[src/cpu_ops_regs.svh]
// timing counts and bit positions for the rotate/subtract/skip execution unit
// assumes inclusion by bare name; definitions only
`ifndef CPU_OPS_REGS_SVH
`define CPU_OPS_REGS_SVH
`define DATA_W          8
`define MSB_POS         7
`define LSB_POS         0
`define NIBBLE_MSB      3
`define BYTE_ALL_ONES   8'hFF
`define BYTE_ZERO       8'h00
`define BYTE_ONE        8'h01
`define ACC_RESET       8'h00
`define FLAGS_RESET     4'h0
`define SKIP_CYCLES     2
`endif

[src/cpu_ops_pkg.sv]
// types shared by the execution unit and its helpers
// assumes cpu_ops_regs.svh is on the include path
package cpu_ops_pkg;
  typedef enum logic [3:0] {
    op_nop,
    rotate_right_to_acc,
    rotate_right_carry_memory,
    rotate_right_carry_to_acc,
    borrow_subtract_to_acc,
    borrow_subtract_to_memory,
    plain_subtract_to_acc,
    decrement_skip_zero,
    decrement_skip_zero_to_acc,
    increment_skip_zero,
    increment_skip_zero_to_acc,
    set_byte,
    set_bit,
    bit_skip_nonzero
  } op_t;
  typedef enum logic {
    st_exec,
    st_dummy
  } phase_t;
endpackage

[src/sub_unit.sv]
// eight-bit subtractor with borrow input and status flag generation
// purely combinational; caller registers the results
`timescale 1ns/100ps
`default_nettype none
`include "cpu_ops_regs.svh"
module sub_unit #(
  parameter int W = `DATA_W
) (
  input  wire logic [W-1:0] minuend,
  input  wire logic [W-1:0] subtrahend,
  input  wire logic         no_borrow_in,
  output logic [W-1:0]      diff,
  output logic              carry_out,
  output logic              aux_out,
  output logic              ovf_out,
  output logic              zero_out
);
  wire logic [W:0] wide_diff;
  wire logic [4:0] low_diff;
  // adding the inverted operand gives carry set means no borrow
  assign wide_diff = {1'b0, minuend} + {1'b0, ~subtrahend} + {{W{1'b0}}, no_borrow_in};
  assign low_diff  = {1'b0, minuend[3:0]} + {1'b0, ~subtrahend[3:0]} + {4'h0, no_borrow_in};
  assign diff      = wide_diff[W-1:0];
  assign carry_out = wide_diff[W];
  assign aux_out   = low_diff[4];
  assign ovf_out   = (minuend[W-1] != subtrahend[W-1]) && (diff[W-1] != minuend[W-1]);
  assign zero_out  = (diff == {W{1'b0}});
endmodule
`default_nettype wire

[src/bit_select.sv]
// single-bit set mask and test for a byte
// combinational; bit index is taken as given
`timescale 1ns/100ps
`default_nettype none
module bit_select #(
  parameter int W = 8
) (
  input  wire logic [W-1:0]         data_in,
  input  wire logic [$clog2(W)-1:0] bit_idx,
  output logic [W-1:0]              set_out,
  output logic                      bit_val
);
  localparam int IW = $clog2(W);
  wire logic [W-1:0] mask;
  genvar g;
  generate
    for (g = 0; g < W; g++) begin : g_mask
      // cast rather than part-select: a genvar has no bits to slice
      assign mask[g] = (bit_idx == IW'(g));
    end
  endgenerate
  assign set_out = data_in | mask;
  assign bit_val = |(data_in & mask);
endmodule
`default_nettype wire

[src/cpu_rotate_sub_skip_ops.sv]
// execution unit for rotates, subtracts, skip-on-count and bit set/test
// assumes memory byte is read combinationally and written back from mem_wdata on mem_we
`timescale 1ns/100ps
`default_nettype none
`include "cpu_ops_regs.svh"
module cpu_rotate_sub_skip_ops #(
  parameter int W = `DATA_W
) (
  input  wire logic                  core_clk,
  input  wire logic                  rst_n,
  input  wire logic                  op_valid,
  input  wire cpu_ops_pkg::op_t      op_code,
  input  wire logic [W-1:0]          mem_rdata,
  input  wire logic [$clog2(W)-1:0]  bit_idx,
  output logic                       op_ready,
  output logic [W-1:0]               acc_out,
  output logic                       flag_c,
  output logic                       flag_z,
  output logic                       flag_ac,
  output logic                       flag_ov,
  output logic                       mem_we,
  output logic [W-1:0]               mem_wdata,
  output logic                       skip_next,
  output logic                       dummy_cycle
);
  import cpu_ops_pkg::*;

  phase_t      phase_reg;
  phase_t      phase_next;
  logic [W-1:0] acc_reg;
  logic [W-1:0] acc_next;
  logic        c_reg;
  logic        c_next;
  logic        z_reg;
  logic        z_next;
  logic        ac_reg;
  logic        ac_next;
  logic        ov_reg;
  logic        ov_next;
  logic        we_reg;
  logic        we_next;
  logic [W-1:0] wdata_reg;
  logic [W-1:0] wdata_next;
  logic        skip_reg;
  logic        skip_next_w;

  wire logic [W-1:0] s_diff;
  wire logic         s_c;
  wire logic         s_ac;
  wire logic         s_ov;
  wire logic         s_z;
  wire logic [W-1:0] bit_set_val;
  wire logic         bit_is_set;
  wire logic         take;
  wire logic         is_sub;
  wire logic         is_borrow;
  wire logic [W-1:0] rot_plain;
  wire logic [W-1:0] rot_carry;
  wire logic [W-1:0] dec_val;
  wire logic [W-1:0] inc_val;

  sub_unit #(.W(W)) u_sub (
    .minuend      (acc_reg),
    .subtrahend   (mem_rdata),
    .no_borrow_in (is_borrow ? c_reg : 1'b1),
    .diff         (s_diff),
    .carry_out    (s_c),
    .aux_out      (s_ac),
    .ovf_out      (s_ov),
    .zero_out     (s_z)
  );

  bit_select #(.W(W)) u_bit (
    .data_in (mem_rdata),
    .bit_idx (bit_idx),
    .set_out (bit_set_val),
    .bit_val (bit_is_set)
  );

  // new op accepted only in the execute phase; dummy cycle stalls the issuer
  assign take      = op_valid && (phase_reg == st_exec);
  assign is_borrow = (op_code == borrow_subtract_to_acc) || (op_code == borrow_subtract_to_memory);
  assign is_sub    = is_borrow || (op_code == plain_subtract_to_acc);
  assign rot_plain = {mem_rdata[`LSB_POS], mem_rdata[W-1:1]};
  assign rot_carry = {c_reg, mem_rdata[W-1:1]};
  assign dec_val   = mem_rdata - `BYTE_ONE;
  assign inc_val   = mem_rdata + `BYTE_ONE;

  always_comb begin
    acc_next    = acc_reg;
    c_next      = c_reg;
    z_next      = z_reg;
    ac_next     = ac_reg;
    ov_next     = ov_reg;
    we_next     = 1'b0;
    wdata_next  = wdata_reg;
    skip_next_w = 1'b0;
    phase_next  = st_exec;
    if (take) begin
      unique case (op_code)
        rotate_right_to_acc: begin
          acc_next = rot_plain;
        end
        rotate_right_carry_memory: begin
          we_next    = 1'b1;
          wdata_next = rot_carry;
          c_next     = mem_rdata[`LSB_POS];
        end
        rotate_right_carry_to_acc: begin
          acc_next = rot_carry;
          c_next   = mem_rdata[`LSB_POS];
        end
        borrow_subtract_to_acc, plain_subtract_to_acc: begin
          acc_next = s_diff;
        end
        borrow_subtract_to_memory: begin
          we_next    = 1'b1;
          wdata_next = s_diff;
        end
        decrement_skip_zero: begin
          we_next     = 1'b1;
          wdata_next  = dec_val;
          skip_next_w = (dec_val == `BYTE_ZERO);
        end
        decrement_skip_zero_to_acc: begin
          acc_next    = dec_val;
          skip_next_w = (dec_val == `BYTE_ZERO);
        end
        increment_skip_zero: begin
          we_next     = 1'b1;
          wdata_next  = inc_val;
          skip_next_w = (inc_val == `BYTE_ZERO);
        end
        increment_skip_zero_to_acc: begin
          acc_next    = inc_val;
          skip_next_w = (inc_val == `BYTE_ZERO);
        end
        set_byte: begin
          we_next    = 1'b1;
          wdata_next = `BYTE_ALL_ONES;
        end
        set_bit: begin
          we_next    = 1'b1;
          wdata_next = bit_set_val;
        end
        bit_skip_nonzero: begin
          skip_next_w = bit_is_set;
        end
        default: begin
        end
      endcase
      if (is_sub) begin
        c_next  = s_c;
        z_next  = s_z;
        ac_next = s_ac;
        ov_next = s_ov;
      end
      if (skip_next_w) begin
        phase_next = st_dummy;
      end
    end
  end

  always_ff @(posedge core_clk or negedge rst_n) begin
    if (!rst_n) begin
      phase_reg <= st_exec;
      acc_reg   <= `ACC_RESET;
      {c_reg, z_reg, ac_reg, ov_reg} <= `FLAGS_RESET;
      we_reg    <= 1'b0;
      wdata_reg <= `BYTE_ZERO;
      skip_reg  <= 1'b0;
    end else begin
      phase_reg <= phase_next;
      acc_reg   <= acc_next;
      {c_reg, z_reg, ac_reg, ov_reg} <= {c_next, z_next, ac_next, ov_next};
      we_reg    <= we_next;
      wdata_reg <= wdata_next;
      skip_reg  <= skip_next_w;
    end
  end

  // outputs straight from flip-flops; ready low during the inserted dummy cycle
  assign op_ready    = (phase_reg == st_exec);
  assign dummy_cycle = (phase_reg == st_dummy);
  assign acc_out     = acc_reg;
  assign flag_c      = c_reg;
  assign flag_z      = z_reg;
  assign flag_ac     = ac_reg;
  assign flag_ov     = ov_reg;
  assign mem_we      = we_reg;
  assign mem_wdata   = wdata_reg;
  assign skip_next   = skip_reg;
endmodule
`default_nettype wire

[config.mk]
export PLATFORM = sky130hd
export DESIGN_NAME = cpu_rotate_sub_skip_ops
export DESIGN_NICKNAME = d
export VERILOG_FILES = /design/src/cpu_ops_pkg.sv /design/src/sub_unit.sv /design/src/bit_select.sv /design/src/cpu_rotate_sub_skip_ops.sv
export VERILOG_INCLUDE_DIRS = /design/src
export SDC_FILE = /design/constraint.sdc
export NUM_CORES = 1
export LEC_CHECK = 0
export BUFFER_PORTS_ARGS = -buffer_cell sky130_fd_sc_hd__buf_2
export CAP_MARGIN = 20
export CORE_ASPECT_RATIO = 0.5
export CORE_MARGIN = 3
export CORE_UTILIZATION = 25
export CTS_CLUSTER_DIAMETER = 150
export CTS_CLUSTER_SIZE = 14
export DETAILED_ROUTE_END_ITERATION = 12
export PLACE_DENSITY_LB_ADDON = 0.15
export RECOVER_POWER = 100
export REMOVE_ABC_BUFFERS = 1
export SYNTH_ARGS = -nofsm -noshare
export SYNTH_HDL_FRONTEND = slang
export SYNTH_SLANG_ARGS = --single-unit
[constraint.sdc]
create_clock -name core_clk -period 3.73 [get_ports core_clk]
set_clock_uncertainty 0.15 [all_clocks]
set_input_delay 0.373 -clock core_clk [delete_from_list [all_inputs] [get_ports core_clk]]
set_output_delay 0.373 -clock core_clk [all_outputs]
set_load 0.005 [all_outputs]
After elaboration in Yosys (flattened, before gate mapping)
Cells that the tools add are included.
{"block": "word_totals", "register_bits": 23, "in_bits": 18, "out_inout_bits": 24, "elab_cells": 75}
{"block": "classes", "n_addsub": 6, "n_eq_ne": 22, "mux": 12, "bitwise": 5, "reduce_logical": 21}
{"op": "8-bit case mux with 6 select lines", "count": 1}
{"op": "8-bit case mux with 5 select lines", "count": 1}
{"op": "4-bit == test, second input constant", "count": 6}
{"op": "8-bit zero test", "count": 3}
{"op": "4-bit by 3-bit == test with 1-bit output, second input constant", "count": 4}
{"op": "3-bit == test, second input constant", "count": 4}
{"op": "8-bit by 8-bit adder with 9-bit output", "count": 1}
{"op": "9-bit by 1-bit adder with 9-bit output", "count": 1}
{"op": "1-bit 2-to-1 mux", "count": 9}
{"op": "8-bit by 1-bit adder with 8-bit output, second input constant", "count": 1}
{"op": "8-bit AND", "count": 1}
{"op": "4-bit by 2-bit == test with 1-bit output, second input constant", "count": 2}
{"op": "8-bit inverter", "count": 1}
{"op": "8-bit OR", "count": 1}
{"op": "2-bit AND reduction", "count": 4}
{"op": "2-bit OR reduction", "count": 4}
{"op": "8-bit OR reduction", "count": 1}
{"op": "8-bit by 1-bit subtractor with 8-bit output, second input constant", "count": 1}
{"op": "3-bit by 2-bit == test with 1-bit output, second input constant", "count": 2}
{"op": "6-bit nonzero test", "count": 1}
{"op": "6-bit OR reduction", "count": 1}
{"op": "4-bit by 4-bit adder with 5-bit output", "count": 1}
{"op": "5-bit by 1-bit adder with 5-bit output", "count": 1}
{"op": "5-bit nonzero test", "count": 1}
{"op": "10 further kinds", "count": 13}

Logic depth before layout (Yosys ltp)
Gate-level depths: netlist of run 1.
{"block": "depth", "ltp_word": 7, "mapped_depth": 12, "ltp_nobuf": 11}

Cells and area by module
Synthesis of run 1 repeated with hierarchy kept, for this count alone.
{"block": "unflattened", "cells_unflattened": 338, "area_unflattened_um2": 2606.2}
{"module": "cpu_rotate_sub_skip_ops", "n_inst": 1, "cells_per_inst": 259, "area_each_um2": 1983.2, "seq_area_each_um2": 550.5}
{"module": "sub_unit", "n_inst": 1, "cells_per_inst": 60, "area_each_um2": 447.9, "seq_area_each_um2": 0.0}
{"module": "bit_select", "n_inst": 1, "cells_per_inst": 19, "area_each_um2": 175.2, "seq_area_each_um2": 0.0}

Least setup slack after synthesis of run 1
OpenSTA, ideal clock, no wires.
{"block": "synth_path", "kind": "input port to flip-flop", "start": "input op_code[3]", "end": "register z_reg, in the netlist flag_z", "setup_time_ns": 0.103, "t_arrival_ns": 2.599, "required_time_ns": 3.477, "setup_slack_ns": 0.878, "path_stages": 11, "path_buffers": 1, "path_cell_list": "nand2b_1 -> clkbuf_1 -> nor3_1 -> fa_1 -> inv_1 -> fa_1 -> a21o_1 -> a21oi_2 -> xnor2_1 -> or4_4 -> o41ai_2"}
{"block": "synth_between", "elab_chain_cells": 5, "word_cells_on_any_way": 9, "cone_classes": "add/sub (1); eq/ne (3); mux (1); reduce/logical (4)"}
{"item": "from (decl)", "line_no": "cpu_rotate_sub_skip_ops.sv:12", "text": "input wire cpu_ops_pkg::op_t op_code,"}
{"item": "4-bit by 3-bit == test with 1-bit output", "line_no": "cpu_rotate_sub_skip_ops.sv:82", "text": "assign is_borrow = (op_code == borrow_subtract_to_acc) || (op_code == borrow_subtract_to_memory);"}
{"item": "1-bit logical OR", "line_no": "cpu_rotate_sub_skip_ops.sv:82"}
{"item": "1-bit 2-to-1 mux", "line_no": "cpu_rotate_sub_skip_ops.sv:65", "text": ".no_borrow_in (is_borrow ? c_reg : 1'b1),"}
{"item": "9-bit by 1-bit adder with 9-bit output", "line_no": "sub_unit.sv:21", "text": "assign wide_diff = {1'b0, minuend} + {1'b0, ~subtrahend} + {{W{1'b0}}, no_borrow_in};"}
{"item": "8-bit zero test", "line_no": "sub_unit.sv:27", "text": "assign zero_out = (diff == {W{1'b0}});"}
{"item": "to (signal assigned)", "line_no": "cpu_rotate_sub_skip_ops.sv:168", "text": "{c_reg, z_reg, ac_reg, ov_reg} <= `FLAGS_RESET;"}
{"item": "to (signal assigned)", "line_no": "cpu_rotate_sub_skip_ops.sv:175", "text": "{c_reg, z_reg, ac_reg, ov_reg} <= {c_next, z_next, ac_next, ov_next};"}
{"item": "to (decl)", "line_no": "cpu_rotate_sub_skip_ops.sv:34", "text": "logic z_reg;"}
Several ways; a longest one is shown, not always the timed one.
A chain may end at the register's enable or synchronous reset.

Worst setup path after layout of run 1
{"block": "layout_path", "start": "input op_code[3]", "end": "register wdata_reg[7], in the netlist mem_wdata[7]"}
{"block": "layout_between", "elab_chain_cells": 5, "word_cells_on_any_way": 13, "cone_classes": "add/sub (1); eq/ne (7); mux (2); reduce/logical (3)"}
{"item": "4-bit by 3-bit == test with 1-bit output, on equally long branches", "line_no": "cpu_rotate_sub_skip_ops.sv:82, cpu_rotate_sub_skip_ops.sv:100"}
{"item": "1-bit logical OR", "line_no": "cpu_rotate_sub_skip_ops.sv:82"}
{"item": "1-bit 2-to-1 mux", "line_no": "cpu_rotate_sub_skip_ops.sv:65"}
{"item": "9-bit by 1-bit adder with 9-bit output", "line_no": "sub_unit.sv:21"}
{"item": "8-bit case mux with 6 select lines", "line_no": "cpu_rotate_sub_skip_ops.sv:100", "text": "unique case (op_code)"}
{"item": "to (signal assigned)", "line_no": "cpu_rotate_sub_skip_ops.sv:170", "text": "wdata_reg <= `BYTE_ZERO;"}
{"item": "to (signal assigned)", "line_no": "cpu_rotate_sub_skip_ops.sv:177", "text": "wdata_reg <= wdata_next;"}
{"item": "to (decl)", "line_no": "cpu_rotate_sub_skip_ops.sv:42", "text": "logic [W-1:0] wdata_reg;"}
Several ways; a longest one is shown, not always the timed one.

==> results.sh, run 1 <==
export IMPL_status="complete, no violations"
export IMPL_die_height_um=76.4
export IMPL_synth_flop_cell="dfrtp_1"
export IMPL_yosys_area_top_type="dfrtp_1"
export IMPL_critical_path_class="input pin to register"
export IMPL_drc=0
export IMPL_mostFrequentLayoutCell="nor2_1"
export IMPL_min_delay_start="mem_wdata[7]"
export IMPL_drt_initial_drc_count=316
export IMPL_gp_congestion=0.935
export IMPL_fin_cells=479
export IMPL_dp_hpwl_um=6880
export IMPL_wire_per_inst_um=18.5
export IMPL_rsz0062_at_grt="no"
export IMPL_grt_max_degree=23
export IMPL_clock_sink_count=22
export IMPL_first_global_vias=2502
export IMPL_place_ws_ps=445
export IMPL_tns_ps=0
export IMPL_dr_pass1_iters=5
export IMPL_max_cap_viol_count=0
export IMPL_hp_class="register to register"
export IMPL_cts_buffer_depth=2
export IMPL_syn_inst=322
export IMPL_io_buffers=41
export IMPL_worst_slack_ps=516
export IMPL_synthArstFlopShare_pct=100
export IMPL_vias=2653
export IMPL_rows=24
export IMPL_dieWidth_um=147
export IMPL_start_kind="input pin"
export IMPL_p_leak_nw=1.09
export IMPL_post_cts_resized=0
export IMPL_power_mw=1.11
export IMPL_critPathCaptureType="register"
export IMPL_start_util_pct=27.1
export IMPL_fill_cells=999
export IMPL_yosysWarnings=0
export IMPL_synth_edff_count=0
export IMPL_overflow=0
export IMPL_arrival_ps=3200
export IMPL_period_share_pct=86.2
export IMPL_whs_ps=328
export IMPL_grt_pass1_wl_um=14500
export IMPL_core_sq_um=9160
export IMPL_regArea_sq_um=551
export IMPL_root_buffer="clkbuf_16"
export IMPL_yosysTopAreaCellShare_pct=22.2
export IMPL_slew_headroom_pct=9.30
export IMPL_io_pin_count=42
export IMPL_max_freq_mhz=311
export IMPL_power_density_nw_per_um2=395
export IMPL_die_area_sq_um=11200
export IMPL_vias_per_cell=5.54
export IMPL_setup_viol_count_final=0
export IMPL_finish_net_count=381
export IMPL_clk_latency_ps=270
export IMPL_ys_ff_latch=22
export IMPL_syn_to_final_growth_pct=13.3
export IMPL_syn_cell_area_sq_um=2480
export IMPL_layout_common_cells="nor2_1, nand2_1, buf_2"
export IMPL_drive_gt1_share_pct=12.3
export IMPL_avgSynthCellArea_sq_um=7.70
export IMPL_multi_input_area_sq_um=1740
export IMPL_cts_inserted_buffers=3
export IMPL_synth_seq_area_share_pct=22.2
export IMPL_h_tree_depth=1
export IMPL_hold_viol_final=0
export IMPL_worst_pin_slew_ps=1360
export IMPL_dp_cells=474
export IMPL_cts_setup_buffers=0
export IMPL_wl_um=8880
export IMPL_antenna_diode_count=0
export IMPL_cts_hold_buf=1
export IMPL_antenna_found_initial=0
export IMPL_drtAntennaViolNets=0
export IMPL_crit_path_max_fanout=15
export IMPL_critPathLaunch="op_code[3]"
export IMPL_fin_crit_ps=3210
export IMPL_yosysUniqueCellTypes=62
export IMPL_clk_pin_slew_worst_paths_ps=60
export IMPL_yosys_top_cells_area="dfrtp_1, xnor2_1, ha_1"
export IMPL_worstReg2RegStart="flag_c"
export IMPL_cts_tree="yes"
export IMPL_track_usage_pct=16.0
export IMPL_slew_violations=0
export IMPL_required_ps=3720
export IMPL_ir_worst_vdd_mv=0.141
critical path: stages:
cell       delay [ps]
clkbuf_1          390
nand2b_1          390
nor3_1            110
fa_1              380
nand3b_1          200
a2111oi_2         370
a211oi_2          130
xnor2_2           180
a221oi_1          550
o31ai_2           110
cell usage after synthesis (all sizes together) (4+ instances only):
library cell / count
a211oi: 7
a21oi: 23
a221oi: 6
a22oi: 4
a31oi: 6
buf: 13
clkbuf: 6
dfrtp: 22
ha: 11
inv: 18
mux2i: 4
nand2: 26
nand3: 10
nand4: 7
nor2: 32
nor2b: 6
nor3: 16
o21ai: 25
o221ai: 5
o22ai: 7
o31ai: 7
xnor2: 19
worst paths after layout:
check | endpoint | slack [ps] | cells past startpoint
setup / recovery | mem_wdata[7] | 520 | 10
hold reg to reg | mem_wdata[7] | 330 | 2
max in group asynchronous | mem_wdata[3] | 1840 | 2
setup reg to reg | flag_z | 830 | 9
hold / removal | mem_wdata[7] | 330 | 2
min in group asynchronous | acc_out[1] | 790 | 2
metrics by stage:
step,cell area [sq um],utilization [%]
after global routing,2810,30.7
after CTS,2850,31.1
after detailed placement,2750,30.0
after global placement,2750,30.0
after floorplan,2380,-
final,2810,30.7
routing by layer:
layer	GRT usage (%)	vias up	share of wire (%)
li1	-	1250	-
met1	23.7	1245	49
met2	23.1	147	41
met3	4.63	11	9.1
met4	2.53	0	0.89
met5	0	-	0
cell families (layout without fill, tap and decap cells):
logic type / Yosys count / in the layout / share of synthesized area [%]
simple gates: 120 / 120 / 24.9
xor+xnor: 20 / 20 / 7.37
flops: 22 / 22 / 22.2
fa+ha+maj: 13 / 13 / 7.17
mux: 4 / 4 / 1.62
buf+inv: 39 / 66 / 7.07
compound gates: 104 / 104 / 29.6
report_power, final:
part / internal (mW) / total (mW) / leakage [nW] / switching [mW]
clock: 0.164 / 0.265 / 0.0442 / 0.100
combinational: 0.196 / 0.512 / 0.777 / 0.316
sequential: 0.293 / 0.332 / 0.269 / 0.0398
total: 0.653 / 1.11 / 1.09 / 0.456
flip-flops by register name, summed over array words and instances, names as in the netlist:
signal,flops
acc_out,8
dummy_cycle,1
flag_ac,1
flag_c,1
flag_ov,1
flag_z,1
mem_wdata,8
mem_we,1
cell type report:
class,instances,area share (%)
Clock buffer,4,3.16
Inverter,20,2.67
Multi-Input combinational cell,261,61.9
Sequential cell,22,19.6
Tap cell,130,5.79
Timing Repair Buffer,42,6.91
Note: power is estimated with default switching activity, not from simulation.
==> inputs of run 2 (changes only) <==
--- a/config.mk
+++ b/config.mk
@@ -12,7 +12,7 @@
 export CORE_MARGIN = 3
 export CORE_UTILIZATION = 25
 export CTS_CLUSTER_DIAMETER = 150
-export CTS_CLUSTER_SIZE = 14
+export CTS_CLUSTER_SIZE = 25
 export DETAILED_ROUTE_END_ITERATION = 12
 export PLACE_DENSITY_LB_ADDON = 0.15
 export RECOVER_POWER = 100
==> constraint.sdc (replaced) <==
create_clock -name core_clk -period 3.6 [get_ports core_clk]
set_clock_uncertainty 0.15 [all_clocks]
set_input_delay 0.36 -clock core_clk [delete_from_list [all_inputs] [get_ports core_clk]]
set_output_delay 0.36 -clock core_clk [all_outputs]
set_load 0.005 [all_outputs]
==> results.sh, run 2 (synthesis results as in run 1) <==
export IMPL_h_tree_depth=1
export IMPL_slew_violations=0
export IMPL_clk_latency_ps=260
export IMPL_vias_per_cell=5.46
export IMPL_core_sq_um=9160
export IMPL_slew_headroom_pct=6.49
export IMPL_critPathTopFamily="buffers and inverters"
export IMPL_layout_common_cells="nor2_1, buf_2, nand2_1"
export IMPL_clk_pin_slew_worst_paths_ps=60
export IMPL_arrival_ps=3110
export IMPL_io_buffers=41
export IMPL_status="complete, no violations"
export IMPL_final_area_sq_um=2830
export IMPL_vias=2624
export IMPL_track_usage_pct=15.7
export IMPL_dpl_cell_area_sq_um=2760
export IMPL_crit_path_max_fanout=16
export IMPL_cts_buffer_depth=2
export IMPL_rsz0062_at_grt="no"
export IMPL_slowest_delay_ps=650
export IMPL_hold_viol_final=0
export IMPL_mostFrequentLayoutCell="nor2_1"
export IMPL_drt_initial_drc_count=194
export IMPL_critical_path_class="input pin to register"
export IMPL_start_kind="input pin"
export IMPL_hp_class="input pin to register"
export IMPL_grt_pass1_wl_um=14100
export IMPL_period_share_pct=85.9
export IMPL_dr_pass1_iters=5
export IMPL_ir_worst_vdd_mv=0.147
export IMPL_root_buffer="clkbuf_16"
export IMPL_drc=0
export IMPL_syn_to_final_growth_pct=14.2
export IMPL_fin_cells=481
export IMPL_critPathCaptureType="register"
export IMPL_max_freq_mhz=323
export IMPL_cts_inserted_buffers=3
export IMPL_max_cap_viol_count=0
export IMPL_wl_um=9060
export IMPL_antenna_diode_count=0
export IMPL_crit_buf_inv=2
export IMPL_power_density_nw_per_um2=409
export IMPL_drive_gt1_share_pct=14.0
export IMPL_dieWidth_um=147
export IMPL_die_area_sq_um=11200
export IMPL_tns_ps=0
export IMPL_clock_sink_count=22
export IMPL_dp_cells=476
export IMPL_gp_congestion=0.930
export IMPL_path_cells="clkbuf_1 > inv_1 > ha_1 > a21oi_1 > and2_0 > xnor2_1 > or4_2 > o41ai_2"
export IMPL_drtAntennaViolNets=0
export IMPL_fin_crit_ps=3090
export IMPL_start_util_pct=27.1
export IMPL_wire_per_inst_um=18.8
export IMPL_cp_slowest_cell="clkbuf_1"
export IMPL_dp_hpwl_um=7000
export IMPL_io_pin_count=42
export IMPL_post_cts_resized=0
export IMPL_antenna_found_initial=0
export IMPL_rows=24
export IMPL_overflow=0
export IMPL_p_leak_nw=1.12
export IMPL_required_ps=3620
export IMPL_cts_tree="yes"
export IMPL_worst_pin_slew_ps=1400
export IMPL_first_global_vias=2453
export IMPL_setup_viol_count_final=0
export IMPL_finish_net_count=383
export IMPL_grt_max_degree=23
export IMPL_die_height_um=76.4
==> run 2: repair_timing <==
action                                 4_1_cts  5_1_grt
buffers inserted                             0        0
hold buffers                                 1        0
endpoints found under the hold margin       22        0
==> run 2: worst reg2reg max path: cells and delay by family (launching register included) <==
family / cells / cell delay, ps
AOI/OAI and AO/OA: 3 / 610
and+or+nand+nor: 2 / 910
DFF: 1 / 470
buffers and inverters: 1 / 60
adders and majority gates: 2 / 650
xor gates and xnor gates: 1 / 160
==> run 2: layout make-up <==
class                   count  area, sq um
fillers                  1003         6330
multi-input cells         261         1740
flip-flops and latches     22          551
repair buffers             44          210
well taps                 130          163
clock buffers               4         88.8
inverters                  20         75.1
==> run 2: where the power goes <==
part	leakage, nW	total, mW	internal [mW]	switching [mW]
combinational	0.803	0.542	0.206	0.336
clock	0.0442	0.270	0.170	0.0998
sequential	0.269	0.346	0.303	0.0429
==> run 2: metal layers <==
metal  GRT usage, %  part of all wire [%]
met1           23.9                    49
met2           22.7                    42
met3           3.27                   7.9
met4           3.10                   1.2
met5              0                     0
==> run 2: final timing paths <==
kind,start,endpoint,slack (ps),cells after the start
setup / recovery,mem_rdata[2],flag_z,510,8
hold / removal,op_code[3],flag_c,310,2
setup reg to reg,flag_c,flag_z,510,9
hold reg to reg,mem_wdata[0],mem_wdata[0],330,1
max in group asynchronous,rst_n,mem_wdata[7],1680,2
min in group asynchronous,rst_n,flag_ov,800,2
==> run 2: metrics by stage <==
stage	setup slack (ps)	utilization (%)	hold WS, ps	total power, mW
finish	506	30.9	306	1.16
global route	348	30.9	338	1.24
CTS	736	31.2	299	1.18
detailed placement	526	30.2	244	0.898
global placement	620	30.2	232	0.893
floorplan	801	-	-85.6	0.684
